## src/hfrc_pkg.sv

```systemverilog
`default_nettype none
package hfrc_pkg;
  // ==========================================================
  // Register map
  localparam logic [7:0] HFRC_ADDR_ALIGN_WIN   = 8'h15;
  localparam logic [7:0] HFRC_ADDR_HOLD_HIGH   = 8'h16;
  localparam logic [7:0] HFRC_ADDR_HOLD_LOW    = 8'h17;
  localparam logic [7:0] HFRC_ADDR_FREE_HIGH   = 8'h18;
  localparam logic [7:0] HFRC_ADDR_FREE_LOW    = 8'h19;
  localparam logic [7:0] HFRC_ADDR_CONV_DIS    = 8'h1A;

  // ==========================================================
  // Field layout and reset values
  localparam int         HFRC_WIN_W            = 3;
  localparam int         HFRC_VOLT_W           = 10;
  localparam int         HFRC_ADC_DIS_BIT      = 1;
  localparam int         HFRC_DAC_DIS_BIT      = 0;
  localparam logic [2:0] HFRC_WIN_RST          = 3'h2;
  localparam logic [1:0] HFRC_FREE_HIGH_RST    = 2'h1;
  localparam logic [7:0] HFRC_FREE_LOW_RST     = 8'hFF;
  localparam logic [7:0] HFRC_HOLD_LOW_RST     = 8'h00;
  localparam logic       HFRC_DIS_RST          = 1'b0;

  // ==========================================================
  // Alignment counter: must reach 2^7
  localparam int         HFRC_CNT_W            = 9;

  typedef enum logic [1:0] {
    HFRC_AL_IDLE     = 2'b00,
    HFRC_AL_WAIT_VS  = 2'b01,
    HFRC_AL_WAIT_TOF = 2'b10
  } hfrc_align_e;
endpackage
`default_nettype wire

```

## src/hfrc_hold_sync.sv

```systemverilog
`timescale 1ns/1ps
`default_nettype none
module hfrc_hold_sync #(
  parameter int W = 10
) (
  input  wire logic         mclk,
  input  wire logic         reset_n,
  input  wire logic [W-1:0] raw_in,
  output logic      [W-1:0] synced
);
  logic [W-1:0] s1_q;
  logic [W-1:0] s2_q;
  logic [W-1:0] s3_q;

  always_ff @(posedge mclk) begin
    if (!reset_n) begin
      s1_q <= '0;
      s2_q <= '0;
      s3_q <= '0;
    end else begin
      s1_q <= raw_in;
      s2_q <= s1_q;
      s3_q <= s2_q;
    end
  end

  always_ff @(posedge mclk) begin
    if (!reset_n) begin
      synced <= '0;
    end else if (s2_q == s3_q) begin
      synced <= s3_q;
    end
  end

  AST_SYNC_MATCH: assert property (@(posedge mclk) disable iff (!reset_n)
    !$stable(synced) |-> $past(s2_q) == $past(s3_q) && synced == $past(s3_q))
    else $error("holdover copy changed without two equal samples");
endmodule
`default_nettype wire

```

## src/hfrc_regs.sv

```systemverilog
`timescale 1ns/1ps
`default_nettype none
module hfrc_regs (
  input  wire logic                              mclk,
  input  wire logic                              reset_n,
  input  wire logic [7:0]                        reg_addr,
  input  wire logic                              reg_wr,
  input  wire logic                              reg_rd,
  input  wire logic [7:0]                        reg_wdata,
  output logic      [7:0]                        reg_rdata,
  input  wire logic                              primary_frame_pulse,
  input  wire logic                              vsync,
  output logic                                   alignment_loss,
  input  wire logic [hfrc_pkg::HFRC_VOLT_W-1:0]  holdover_voltage,
  input  wire logic                              freerun_mode,
  output logic      [hfrc_pkg::HFRC_VOLT_W-1:0]  loop_filter_control_pin,
  output logic                                   holdover_adc_disable,
  output logic                                   dac_disable
);
  import hfrc_pkg::*;

  // ==========================================================
  // Register state
  logic [HFRC_WIN_W-1:0]   win_q;
  logic [1:0]              freerun_high_q;
  logic [7:0]              freerun_low_q;
  logic [HFRC_VOLT_W-1:0]  freerun_voltage;
  logic [7:0]              hold_low_latch_q;
  logic                    adc_dis_q;
  logic                    dac_dis_q;
  logic [HFRC_VOLT_W-1:0]  holdover_voltage_synced;

  logic wr_win;
  logic wr_free_high;
  logic wr_free_low;
  logic wr_conv;
  logic rd_hold_high;
  logic rd_hold_low;

  assign wr_win       = reg_wr && (reg_addr == HFRC_ADDR_ALIGN_WIN);
  assign wr_free_high = reg_wr && (reg_addr == HFRC_ADDR_FREE_HIGH);
  assign wr_free_low  = reg_wr && (reg_addr == HFRC_ADDR_FREE_LOW);
  assign wr_conv      = reg_wr && (reg_addr == HFRC_ADDR_CONV_DIS);
  assign rd_hold_high = reg_rd && (reg_addr == HFRC_ADDR_HOLD_HIGH);
  assign rd_hold_low  = reg_rd && (reg_addr == HFRC_ADDR_HOLD_LOW);

  always_ff @(posedge mclk) begin
    if (!reset_n) begin
      win_q <= HFRC_WIN_RST;
    end else if (wr_win) begin
      win_q <= reg_wdata[HFRC_WIN_W-1:0];
    end
  end

  always_ff @(posedge mclk) begin
    if (!reset_n) begin
      freerun_high_q <= HFRC_FREE_HIGH_RST;
    end else if (wr_free_high) begin
      freerun_high_q <= reg_wdata[1:0];
    end
  end

  always_ff @(posedge mclk) begin
    if (!reset_n) begin
      freerun_low_q <= HFRC_FREE_LOW_RST;
    end else if (wr_free_low) begin
      freerun_low_q <= reg_wdata;
    end
  end

  // Split halves so each write strobe owns one register
  assign freerun_voltage = {freerun_high_q, freerun_low_q};

  always_ff @(posedge mclk) begin
    if (!reset_n) begin
      adc_dis_q <= HFRC_DIS_RST;
      dac_dis_q <= HFRC_DIS_RST;
    end else if (wr_conv) begin
      adc_dis_q <= reg_wdata[HFRC_ADC_DIS_BIT];
      dac_dis_q <= reg_wdata[HFRC_DAC_DIS_BIT];
    end
  end

  assign holdover_adc_disable = adc_dis_q;
  assign dac_disable          = dac_dis_q;

  // ==========================================================
  // Holdover voltage capture
  hfrc_hold_sync #(
    .W (HFRC_VOLT_W)
  ) u_hold_sync (
    .mclk    (mclk),
    .reset_n (reset_n),
    .raw_in  (holdover_voltage),
    .synced  (holdover_voltage_synced)
  );

  // snapshot low byte on high read
  always_ff @(posedge mclk) begin
    if (!reset_n) begin
      hold_low_latch_q <= HFRC_HOLD_LOW_RST;
    end else if (rd_hold_high) begin
      hold_low_latch_q <= holdover_voltage_synced[7:0];
    end
  end

  // ==========================================================
  // Read data, one cycle after the strobe
  always_ff @(posedge mclk) begin
    if (!reset_n) begin
      reg_rdata <= 8'h00;
    end else if (reg_rd) begin
      case (reg_addr)
        HFRC_ADDR_ALIGN_WIN: reg_rdata <= {5'h00, win_q};
        HFRC_ADDR_HOLD_HIGH: reg_rdata <= {6'h00, holdover_voltage_synced[9:8]};
        HFRC_ADDR_HOLD_LOW:  reg_rdata <= hold_low_latch_q;
        HFRC_ADDR_FREE_HIGH: reg_rdata <= {6'h00, freerun_high_q};
        HFRC_ADDR_FREE_LOW:  reg_rdata <= freerun_low_q;
        HFRC_ADDR_CONV_DIS:  reg_rdata <= {6'h00, adc_dis_q, dac_dis_q};
        default:             reg_rdata <= 8'h00;
      endcase
    end
  end

  // ==========================================================
  // Loop-filter drive
  // Outside free-run the captured holdover value is held on the pin
  // free-run drives the setting
  always_ff @(posedge mclk) begin
    if (!reset_n) begin
      loop_filter_control_pin <= {HFRC_FREE_HIGH_RST, HFRC_FREE_LOW_RST};
    end else if (freerun_mode) begin
      loop_filter_control_pin <= freerun_voltage;
    end else begin
      loop_filter_control_pin <= holdover_voltage_synced;
    end
  end

  // ==========================================================
  // Frame pulse inputs: three stages, accept on agreement
  logic [1:0] p1_q;
  logic [1:0] p2_q;
  logic [1:0] p3_q;
  logic [1:0] lvl_q;
  logic [1:0] lvl_prev_q;
  logic       tof_evt;
  logic       vs_evt;

  always_ff @(posedge mclk) begin
    if (!reset_n) begin
      p1_q <= 2'h0;
      p2_q <= 2'h0;
      p3_q <= 2'h0;
    end else begin
      p1_q <= {vsync, primary_frame_pulse};
      p2_q <= p1_q;
      p3_q <= p2_q;
    end
  end

  always_ff @(posedge mclk) begin
    if (!reset_n) begin
      lvl_q      <= 2'h0;
      lvl_prev_q <= 2'h0;
    end else begin
      lvl_q      <= (p2_q & p3_q) | (lvl_q & (p2_q | p3_q));
      lvl_prev_q <= lvl_q;
    end
  end

  assign tof_evt = lvl_q[0] && !lvl_prev_q[0];
  assign vs_evt  = lvl_q[1] && !lvl_prev_q[1];

  // ==========================================================
  // Alignment window check
  function automatic logic [HFRC_CNT_W-1:0] win_limit(input logic [HFRC_WIN_W-1:0] n);
    win_limit = HFRC_CNT_W'(1) << n;
  endfunction

  hfrc_align_e             al_state_q;
  logic [HFRC_CNT_W-1:0]   al_cnt_q;
  logic [HFRC_CNT_W-1:0]   al_limit;
  logic                    partner_evt;

  assign al_limit    = win_limit(win_q);
  assign partner_evt = (al_state_q == HFRC_AL_WAIT_VS) ? vs_evt : tof_evt;

  always_ff @(posedge mclk) begin
    if (!reset_n) begin
      al_state_q     <= HFRC_AL_IDLE;
      al_cnt_q       <= '0;
      alignment_loss <= 1'b0;
    end else begin
      case (al_state_q)
        HFRC_AL_IDLE: begin
          al_cnt_q <= HFRC_CNT_W'(1);
          if (tof_evt && vs_evt) begin
            alignment_loss <= 1'b0;
          end else if (tof_evt) begin
            al_state_q <= HFRC_AL_WAIT_VS;
          end else if (vs_evt) begin
            al_state_q <= HFRC_AL_WAIT_TOF;
          end
        end
        HFRC_AL_WAIT_VS, HFRC_AL_WAIT_TOF: begin
          if (partner_evt) begin
            alignment_loss <= 1'b0;
            al_state_q     <= HFRC_AL_IDLE;
          end else if (al_cnt_q >= al_limit) begin
            alignment_loss <= 1'b1;
            al_state_q     <= HFRC_AL_IDLE;
          end else begin
            al_cnt_q <= al_cnt_q + HFRC_CNT_W'(1);
          end
        end
        default: begin
          al_state_q <= HFRC_AL_IDLE;
        end
      endcase
    end
  end

  // ==========================================================
  // Checks
  AST_LOA_SET: assert property (@(posedge mclk) disable iff (!reset_n)
    $rose(alignment_loss) |-> $past(al_cnt_q) == $past(al_limit) && $past(al_state_q) != HFRC_AL_IDLE)
    else $error("alignment loss raised at wrong offset");

  AST_LOA_CLEAR: assert property (@(posedge mclk) disable iff (!reset_n)
    (al_state_q != HFRC_AL_IDLE && partner_evt) |=> !alignment_loss)
    else $error("alignment loss not cleared on matched pulse");

  AST_HOLD_HIGH_READ: assert property (@(posedge mclk) disable iff (!reset_n)
    rd_hold_high |=> reg_rdata == {6'h00, $past(holdover_voltage_synced[9:8])}
      && hold_low_latch_q == $past(holdover_voltage_synced[7:0]))
    else $error("holdover high read or low snapshot wrong");

  AST_HOLD_LOW_READ: assert property (@(posedge mclk) disable iff (!reset_n)
    rd_hold_high ##1 (!rd_hold_high)[*2] ##0 rd_hold_low |=> reg_rdata == $past(hold_low_latch_q, 1))
    else $error("holdover low read not the snapshot");

  AST_FREERUN_DRIVE: assert property (@(posedge mclk) disable iff (!reset_n)
    freerun_mode ##1 freerun_mode |-> loop_filter_control_pin == $past(freerun_voltage))
    else $error("loop filter pin not the free-run setting");

  AST_FREE_HIGH_WR: assert property (@(posedge mclk) disable iff (!reset_n)
    wr_free_high |=> freerun_high_q == $past(reg_wdata[1:0])
      && freerun_low_q == $past(freerun_low_q))
    else $error("free-run high write wrong");

  AST_FREE_LOW_WR: assert property (@(posedge mclk) disable iff (!reset_n)
    wr_free_low |=> freerun_low_q == $past(reg_wdata)
      && freerun_high_q == $past(freerun_high_q))
    else $error("free-run low write wrong");

  AST_ADC_DIS: assert property (@(posedge mclk) disable iff (!reset_n)
    wr_conv |=> holdover_adc_disable == $past(reg_wdata[HFRC_ADC_DIS_BIT]))
    else $error("ADC disable output not following write");

  AST_DAC_DIS: assert property (@(posedge mclk) disable iff (!reset_n)
    wr_conv |=> dac_disable == $past(reg_wdata[HFRC_DAC_DIS_BIT]))
    else $error("DAC disable output not following write");

  AST_RSVD_ZERO: assert property (@(posedge mclk) disable iff (!reset_n)
    (reg_rd && reg_addr == HFRC_ADDR_ALIGN_WIN) |=> reg_rdata[7:3] == 5'h00 && reg_rdata[2:0] == $past(win_q))
    else $error("window register readback wrong");

  AST_ALIGN_SIMUL: assert property (@(posedge mclk) disable iff (!reset_n)
    (al_state_q == HFRC_AL_IDLE && tof_evt && vs_evt) |=> !alignment_loss)
    else $error("simultaneous pulses not judged aligned");

  AST_HOLD_LOW_ANY: assert property (@(posedge mclk) disable iff (!reset_n)
    rd_hold_low |=> reg_rdata == $past(hold_low_latch_q))
    else $error("holdover low read not the latched byte");

  AST_RDATA_STANDS: assert property (@(posedge mclk) disable iff (!reset_n)
    !$past(reg_rd) |-> $stable(reg_rdata))
    else $error("read data moved without a read");

  AST_CONV_RSVD: assert property (@(posedge mclk) disable iff (!reset_n)
    (reg_rd && reg_addr == HFRC_ADDR_CONV_DIS) |=> reg_rdata[7:2] == 6'h00)
    else $error("disable register reserved bits not zero");
endmodule
`default_nettype wire

```

## config.mk

```make
export PLATFORM = sky130hd
export DESIGN_NAME = hfrc_regs
export DESIGN_NICKNAME = d
export VERILOG_FILES = /design/src/hfrc_pkg.sv /design/src/hfrc_hold_sync.sv /design/src/hfrc_regs.sv
export SDC_FILE = /design/constraint.sdc
export NUM_CORES = 1
export LEC_CHECK = 0
export ABC_CLOCK_PERIOD_IN_PS = 3250
export BUFFER_PORTS_ARGS = -buffer_cell sky130_fd_sc_hd__buf_2
export CAP_MARGIN = 0
export CORE_UTILIZATION = 40
export DETAILED_ROUTE_END_ITERATION = 7
export PLACE_DENSITY = 0.69
export SLEW_MARGIN = 10
export SYNTH_ARGS = -nofsm -noshare
export SYNTH_HDL_FRONTEND = slang
export SYNTH_SLANG_ARGS = --single-unit
```

## constraint.sdc

```tcl
create_clock -name mclk -period 3.25 [get_ports mclk]
set_clock_uncertainty 0.2 [all_clocks]
set_input_delay 0.65 -clock mclk [delete_from_list [all_inputs] [get_ports mclk]]
set_output_delay 0.65 -clock mclk [all_outputs]
set_load 0.005 [all_outputs]
```

==> run metrics, run 1 <==
crit path cell chain or3b_2 > ha_1 > nor2b_1 > o31ai_1 > a31oi_1 > or4b_1 > a31oi_1; first-pass GRT wire length 13400 um; ant diodes 0; Hold Violations, Final 0; unrepaired setup endpoints after global routing no; outcome finished clean; Post-Syn Instances 448; Root Buffer clkbuf_8; Synth Area in Compound Gates 10.4%; Synth Register Bits 103; Leakage 2.07 nW; mapped cell area 0.00424 sq mm; simple-gate share of the synthesized area 24.0%; Row Count 37; vias per cell between 5 and 6; Clock Path Buffers 2; Async S/R FF share, synth 0%; hold path depth 1; CP Data Arrival Time just over 3 ns; Setup TNS 0 ns; IO Pins 54; clock sinks 103; Final Power 2.20 mW; ys flop type dfxtp_1; Final period util 92.6%; Slew HR 55.4%; post-route ant nets 0; largest family of logic cells by synthesized area simple AND/OR/NAND/NOR gates; number of global-route vias before repair ~2800; Max Slew Vio Count 0; Reg2Reg Depth 7; Synth Net Count 493; Worst Setup End Kind register; Post-synth EDFFs 0; Fmax 332 MHz; port buffer count 53; multiplexer area fraction after synthesis around 8.5%; Post-Synth Adder-Cell Area ~3.5%; Vias around 3200; Slowest Stage Delay on Critical Path 0.59 ns; Starting Density around two fifths; Total GRT Usage between 10% and 20%; WL/cell 12.9 um; initial antenna violation count 0; most common cell after layout, fill and taps aside dfxtp_1; CTS Buf Count 9; final WL between 8000 and 9000 um; Worst-Skew Late Latency around 0.36 ns; largest net degree at the start of global routing 66; most frequent cells in the layout dfxtp_1 (103), buf_2 (53), nand2_1 (43), and2_1 (38), nor2_1 (36); post-CTS setup buffers 0; Worst Setup Start Kind register; CTS resizes 0; first drt pass iteration count 4; Critical Path Stages 7; pwr/cell area 458 mW/mm^2; H-Tree Depth 3; Initial DRC Count roughly 150; WP buf/inv 0; Synth cell types 51; Nets 536; chip height between 100 and 150 um; total grt overflow 0; Synth Area in XOR/XNOR 2.06%; GP Congestion 0.825; worst-margin pin slew between 0.6 and 0.7 ns; Die Width 105 um; Yosys Warn Count 0; Crit Path Category register to register; clk slew on worst S/H paths 0.11 ns; DRC viols 0; register area share after synthesis between 40% and 50%; CTS tree yes; slowest CP cell or4b_1; syn avg cell area 9.47 sq um; Top delay family on crit path simple AND/OR/NAND/NOR gates; Peak VDD IR ~0.21 mV; count of final setup violators 0; area grow syn2layout 13.5%; layout cells sized above 1 17.3%; Top cell by count, worst path a31oi_1; Req. time, crit path 3.35 ns; final worst path period need around 3.0 ns; max_cap viols 0; worst-path maximum fanout 10; Core Area 0.0103 sq mm; Die Area 0.0110 sq mm; DP Wirelength 5730 um; hold buffers post-CTS 0; worst hold path type register to register
[final timing paths]
check                              start     endpoint  slack (ns)
worst max-delay path            win_q[0]  al_cnt_q[7]        0.24
worst min-delay path             p1_q[1]      p2_q[1]        0.24
worst max register to register  win_q[0]  al_cnt_q[7]        0.24
worst min register to register   p1_q[1]      p2_q[1]        0.24
[per-stage QoR]
| step | worst slack [ns] | cell area, sq um | hold WS [ns] | std cells | util (%) |
|---|---|---|---|---|---|
| floorplan | 0.418 | 4240 | 0.206 | 448 | - |
| global placement | 0.398 | 4610 | 0.216 | 616 | 44.7 |
| detailed placement | 0.268 | 4610 | 0.217 | 616 | 44.7 |
| CTS | 0.261 | 4810 | 0.241 | 632 | 46.6 |
| global route | 0.132 | 4810 | 0.254 | 632 | 46.6 |
| finish | 0.239 | 4810 | 0.240 | 632 | 46.6 |
[cell type report]
type / count / area [sq um]
fill: 976 / 5510
sequential: 103 / 2060
multi-input combinational: 314 / 2060
timing repair buffer: 58 / 303
tap: 136 / 170
clock buffer: 9 / 124
clock inverter: 7 / 76.3
inverter: 5 / 18.8
[worst register-to-register path, stage by stage (launching register included)]
cell and delay (ns):
dfxtp_1 0.50, or3b_2 0.49, ha_1 0.30, nor2b_1 0.13
o31ai_1 0.28, a31oi_1 0.31, or4b_1 0.59, a31oi_1 0.16
[cells by family after synthesis]
family / Yosys count
and+or+nand+nor: 193
DFF: 103
AOI/OAI and AO/OA: 63
muxes: 36
buffers and inverters: 31
adders and majority gates: 12
xor gates and xnor gates: 10
[power breakdown]
part / total [mW] / switching [mW] / internal (mW)
sequential: 1.30 / 0.0118 / 1.29
combinational: 0.123 / 0.0674 / 0.0553
clock: 0.779 / 0.475 / 0.304
[routing by layer]
metal	vias to the layer above	track usage (%)	wire length [um]
met3	7	2.37	355
met4	0	6.64	117
met5	-	0	0
met2	92	22.9	3540
met1	1467	21.0	4110
li1	1657	-	-
[sequential cells by signal, summed over array words and instances, names as in the netlist, 2 cells and up]
| signal | flops |
|---|---|
| freerun_high_q | 2 |
| loop_filter_control_pin | 10 |
| u_hold_sync.s2_q | 10 |
| u_hold_sync.s3_q | 10 |
| freerun_low_q | 8 |
| lvl_q | 2 |
| u_hold_sync.s1_q | 10 |
| al_cnt_q | 9 |
| win_q | 3 |
| p1_q | 2 |
| lvl_prev_q | 2 |
| p3_q | 2 |
| p2_q | 2 |
| reg_rdata | 8 |
| al_state_q | 2 |
| u_hold_sync.synced | 10 |
| hold_low_latch_q | 8 |
[cell usage after synthesis, types with 2 or more instances]
cell / count / area (sq um)
a31oi_1: 10 / 62.6
nor4_1: 4 / 25.0
dfxtp_1: 103 / 2060
xor2_1: 8 / 70.1
buf_2: 2 / 10.0
mux2i_1: 35 / 350
ha_1: 12 / 150
and2_1: 38 / 238
o21ai_0: 7 / 35.0
and3_1: 6 / 37.5
o2bb2ai_1: 2 / 17.5
a2bb2oi_1: 6 / 52.6
a21oi_1: 12 / 60.1
a22oi_1: 7 / 52.6
nand3_1: 31 / 155
nor2b_1: 3 / 18.8
nand2_1: 43 / 161
a221oi_1: 2 / 17.5
xnor2_1: 2 / 17.5
a31o_2: 3 / 26.3
nand2b_1: 7 / 43.8
o211ai_1: 5 / 37.5
nor3_1: 3 / 15.0
nand3b_1: 3 / 22.5
or4_1: 2 / 15.0
nand4_1: 3 / 18.8
or4b_1: 3 / 30.0
clkbuf_1: 23 / 86.3
inv_1: 4 / 15.0
or3b_2: 2 / 17.5
nor3_2: 2 / 20.0
nor2_1: 36 / 135
No activity file was read; power rests on OpenSTA's default activity.
==> run 2, diff against run 1 <==
--- a/config.mk
+++ b/config.mk
@@ -10,6 +10,7 @@
 export CAP_MARGIN = 0
 export CORE_UTILIZATION = 40
 export DETAILED_ROUTE_END_ITERATION = 7
+export GPL_TIMING_DRIVEN = 0
 export PLACE_DENSITY = 0.69
 export SLEW_MARGIN = 10
 export SYNTH_ARGS = -nofsm -noshare
==> constraint.sdc (replaced) <==
create_clock -name mclk -period 3.25 [get_ports mclk]
set_clock_uncertainty 0.2 [all_clocks]
set_input_delay 0.1625 -clock mclk [delete_from_list [all_inputs] [get_ports mclk]]
set_output_delay 0.1625 -clock mclk [all_outputs]
set_load 0.005 [all_outputs]
==> run metrics, run 2 (synthesis gave the netlist of run 1 again) <==
worst-path maximum fanout 10 (unchanged); Hold Violations, Final 0 (unchanged); Post-Layout Cell Count 671 (+6.2%); Hold WS 0.0577 ns (-0.182 ns); Setup TNS 0 ns (unchanged); layout cells sized above 1 15.0% (-2.4 points); post-route ant nets 0 (unchanged); max_cap viols 0 (unchanged); chip height 105 um (unchanged); Worst-Skew Late Latency 0.37 ns (about the same); hold worst-path end al_cnt_q[0]; vias per cell 5.10 (about the same); WL/cell 13.5 um (+4.7%); Clock Path Buffers 2 (unchanged); first drt pass iteration count 5 (+1); Worst Setup End Kind register; Top delay family on crit path simple AND/OR/NAND/NOR gates; first-pass GRT wire length 15200 um (+13%); Crit Path Category register to register; Row Count 37 (unchanged); GP Congestion 0.853 (+3.4%); Die Width 105 um (unchanged); worst hold path type input pin to register; number of global-route vias before repair 3197 (+13%); FF-to-FF Start win_q[2]; area grow syn2layout 19.8%; CTS Buf Count 9 (unchanged); worst-margin pin slew 0.822 ns (+0.156 ns); Final Power 2.21 mW (+0.50%); Total GRT Usage 17.1% (+2.0 points); Reg2Reg Depth 8 (+1); Critical R2R Capture al_cnt_q[1]; Core Area 0.0103 sq mm (unchanged); pwr/cell area 436 mW/mm^2 (-4.8%); clk slew on worst S/H paths 0.10 ns (about the same); CP Data Arrival Time 3.18 ns (+0.07 ns); Slowest Stage Delay on Critical Path 0.59 ns (about the same); Leakage 2.15 nW (+4.1%); most frequent cells in the layout dfxtp_1 (103), buf_2 (51), nand2_1 (43), and2_1 (38), nor2_1 (36); post-CTS setup buffers 0 (unchanged); Slew HR 44.7% (-11 points); CTS tree yes; Die Area 0.0110 sq mm (unchanged); slowest CP cell or4b_1; Placed Instances 633 (+2.8%); total grt overflow 0 (unchanged); worst hold path startpoint reset_n; Worst Setup Start Kind register; Req. time, crit path 3.34 ns (about the same); Fmax 323 MHz (-2.7%); initial antenna violation count 0 (unchanged); hold path depth 4 (+3); unrepaired setup endpoints after global routing no; IO Pins 54 (unchanged); H-Tree Depth 3 (unchanged); Max Slew Vio Count 0 (unchanged); DP Wirelength 6480 um (+13%); Root Buffer clkbuf_8; Starting Density 41.1% (unchanged); WP buf/inv 1 (+1); Vias 3420 (+6.1%); DRC viols 0 (unchanged); outcome finished clean; port buffer count 49 (-7.5%); largest net degree at the start of global routing 20 (-70%); count of final setup violators 0 (unchanged); flop2flop setup slack 0.16 ns (-0.08 ns); most common cell after layout, fill and taps aside dfxtp_1; final core utilization 49.2% (+2.6 points); Initial DRC Count 216 (+42%); clock sinks 103 (unchanged); crit path cell chain clkbuf_1 > or3b_2 > ha_1 > nor2b_1 > o31ai_1 > a31oi_2 > or4b_1 > a31oi_1; Peak VDD IR 0.272 mV (+27%); Final period util 95.2% (+2.6 points); final worst path period need 3.09 ns (+0.0842 ns); Nets 575 (+7.3%); ant diodes 0 (unchanged); final WL 9030 um (+11%)
==> run 2: cell count changes in the layout (fill, tap and decap cells not counted), sizes merged <==
cell	before	now
buf	58	52
clkbuf	9	31
clkinv	4	6
dlygate4sd3	0	23
inv	8	6
==> run 2: stage by stage <==
| step | cell area [sq um] | setup slack [ns] |
|---|---|---|
| CTS | 5080 | 0.0757 |
| global placement | 4660 | 0.197 |
| detailed placement | 4660 | 0.116 |
| finish | 5080 | 0.155 |
| floorplan | 4240 | 0.418 |
| global route | 5080 | 0.000527 |
==> run 2: tightest hold or removal path, cell delays in order <==
cell	delay, ns
buf_2	0.11
inv_1	0.07
a21oi_1	0.10
and3_1	0.15
==> run 2: worst max path at each step <==
stage               slack (ns)           to  depth (start not counted)      from
floorplan                 0.42  al_cnt_q[7]                          8  win_q[0]
global placement          0.20  al_cnt_q[1]                          8  win_q[0]
detailed placement        0.12  al_cnt_q[1]                          8  win_q[0]
CTS                       0.08  al_cnt_q[1]                          8  win_q[0]
global route            0.0005  al_cnt_q[7]                          8  win_q[2]
finish                    0.16  al_cnt_q[1]                          8  win_q[2]
==> run 2: where the power goes <==
| group | switching, mW | internal, mW | leakage, nW |
|---|---|---|---|
| registers | 0.0119 | 1.29 | 0.840 |
| logic | 0.0767 | 0.0737 | 1.21 |
| clock network | 0.467 | 0.296 | 0.0984 |
==> run 2: final cells by class <==
cell class / instances / area [sq um]
Fill cell: 962 / 5240
Timing Repair Buffer: 72 / 475
Inverter: 5 / 18.8
Multi-Input combinational cell: 314 / 2070
Clock buffer: 9 / 124
Clock inverter: 7 / 67.6
Tap cell: 136 / 170
Sequential cell: 103 / 2060
Buffer: 25 / 96.3
==> run 2: timing repair <==
item / in CTS / in global routing
hold buffers: 23 / 0
setup endpoints to repair: 0 / 5
hold endpoints to repair: 29 / 0
resized for setup: 0 / 1
==> run 2: layer usage <==
layer | track usage, % | wire, um
met3 | 2.93 | 495
met5 | 0 | 0
met1 | 22.9 | 4440
met4 | 7.44 | 83
met2 | 26.9 | 4010
==> run 3, diff against run 2 <==
--- a/config.mk
+++ b/config.mk
@@ -9,6 +9,7 @@
 export BUFFER_PORTS_ARGS = -buffer_cell sky130_fd_sc_hd__buf_2
 export CAP_MARGIN = 0
 export CORE_UTILIZATION = 40
+export CTS_BUF_LIST = sky130_fd_sc_hd__clkbuf_16
 export DETAILED_ROUTE_END_ITERATION = 7
 export GPL_TIMING_DRIVEN = 0
 export PLACE_DENSITY = 0.69
==> run metrics, run 3 (synthesis gave the netlist of run 1 again) <==
Final Power 2.48 mW (+12%); ant diodes 0 (unchanged); fillers 954 (-0.83%); final worst path period need 3.05 ns (-0.0486 ns); slowest CP cell or4b_1; Reg2Reg Depth 8 (unchanged); Slowest Stage Delay on Critical Path 0.58 ns (about the same); max_cap viols 0 (unchanged); final core utilization 50.0% (+0.79 points); DP Wirelength 6480 um (unchanged); Vias 3416 (-0.12%); sequential share of power 52.4% (-6.4 points); Fmax 328 MHz (+1.6%); outcome finished clean; Net Sw Power 0.583 mW (+5.0%); vias per cell 5.11 (+0.18%); Hold Violations, Final 0 (unchanged); pwr/cell area 481 mW/mm^2 (+10%); DP Worst Slack 0.116 ns (unchanged); Nets 573 (-0.35%); CTS Buf Count 9 (unchanged); largest net degree at the start of global routing 20 (unchanged); FF-to-FF Start win_q[2]; worst hold path type input pin to register; Comb pwr share 6.0% (-0.8 points); Placed Instances 633 (unchanged); worst hold path startpoint reg_wr; Placed Area 0.00466 sq mm (unchanged); count of final setup violators 0 (unchanged); Worst-Skew Late Latency 0.35 ns (-0.02 ns); Peak VDD IR 0.243 mV (-11%); final WL 9010 um (-0.27%); Row Count 37 (unchanged); Worst Setup Start Kind register; Hold WS 0.0313 ns (-0.0263 ns); unrepaired setup endpoints after global routing no; post-route cell area 0.00516 sq mm (+1.6%); Post-Layout Cell Count 669 (-0.30%); H-Tree Depth 3 (unchanged); Slew HR 44.2% (-0.54 points); area of the multi-input gates 0.00207 sq mm (unchanged); WL/cell 13.5 um (about the same); Critical R2R Capture al_cnt_q[1]; CTS tree yes; Die Width 105 um (unchanged); GP Congestion 0.853 (unchanged); Clk network pwr share 41.5% (+7.1 points); crit path cell chain clkbuf_1 > or3b_2 > ha_1 > nor2b_1 > o31ai_1 > a31oi_2 > or4b_1 > a31oi_1; worst-path maximum fanout 10 (unchanged); most common cell after layout, fill and taps aside dfxtp_1; Clock Path Buffers 2 (unchanged); Total GRT Usage 17.1% (+0.053 points); setup ws final 0.204 ns (+0.0486 ns); layout cells sized above 1 15.0% (+0.056 points); Leakage 2.19 nW (+1.9%); number of global-route vias before repair 3215 (+0.56%); clk slew on worst S/H paths 0.07 ns (-0.03 ns); sw frac 23.5% (-1.6 points); initial antenna violation count 0 (unchanged); Starting Density 41.1% (unchanged); Critical Path Start win_q[2]; Req. time, crit path 3.32 ns (-0.02 ns); Core Area 0.0103 sq mm (unchanged); Crit Path Category register to register; first drt pass iteration count 4 (-1); Setup crit end al_cnt_q[1]; most frequent cells in the layout dfxtp_1 (103), buf_2 (51), nand2_1 (43), and2_1 (38), nor2_1 (36); post-route ant nets 0 (unchanged); DRC viols 0 (unchanged); Worst Setup End Kind register; IO Pins 54 (unchanged); Die Area 0.0110 sq mm (unchanged); CP Data Arrival Time 3.11 ns (-0.07 ns); Final period util 93.7% (-1.5 points); flop2flop setup slack 0.20 ns (+0.05 ns); Storage cell area 0.00206 sq mm (unchanged); worst-margin pin slew 0.830 ns (+0.00803 ns); first-pass GRT wire length 15200 um (+0.46%); total grt overflow 0 (unchanged); Int Power 1.90 mW (+14%); Root Buffer clkbuf_16; chip height 105 um (unchanged); area grow syn2layout 21.7%; port buffer count 49 (unchanged); Initial DRC Count 211 (-2.3%); Setup TNS 0 ns (unchanged); Max Slew Vio Count 0 (unchanged); clock sinks 103 (unchanged)
run 3: worst min path at each step:
stage,to,slack [ns],cells past startpoint
floorplan,p1_q[0],0.09,1
global placement,p1_q[1],0.17,2
detailed placement,u_hold_sync.s1_q[8],0.17,2
CTS,freerun_high_q[1],0.02,3
global route,win_q[0],0.06,3
finish,win_q[2],0.03,3
run 3: critical path, delay by kind of cell, from the launching register on:
family | cells | cell delay (ns)
DFF | 1 | 0.30
adders and majority gates | 1 | 0.29
buffers and inverters | 1 | 0.21
and+or+nand+nor | 3 | 1.22
AOI/OAI and AO/OA | 3 | 0.73
run 3: area by class of cell:
class | instances | share of cell area (%)
inverter | 5 | 0.364
buffer | 25 | 1.87
multi-input combinational | 314 | 40.0
clock buffer | 9 | 4.36
timing repair buffer | 70 | 8.82
tap | 136 | 3.30
clock inverter | 7 | 1.31
sequential | 103 | 39.9
run 3: per-layer routing:
layer,track usage [%],part of all wire (%),vias to the layer above
met5,0,0,-
met2,27.2,45,102
met4,5.94,1.3,0
met3,3.62,5.5,10
met1,22.9,48,1576
li1,-,-,1728
run 3: repair_timing:
action | in CTS | in global routing
resized for setup | 0 | 1
hold buffers | 21 | 0
endpoints found under the setup margin | 0 | 4
buffers inserted | 0 | 0
hold endpoints to repair | 29 | 0
run 3: power by group through the flow:
stage	Clock (mW)	Combinational, mW	Sequential (mW)
final	1.03	0.150	1.30
after global routing	1.11	0.165	1.30
after CTS	1.05	0.150	1.30
after detailed placement	0	0.131	1.33
after global placement	0	0.128	1.33
after floorplan	0	0.0809	1.33
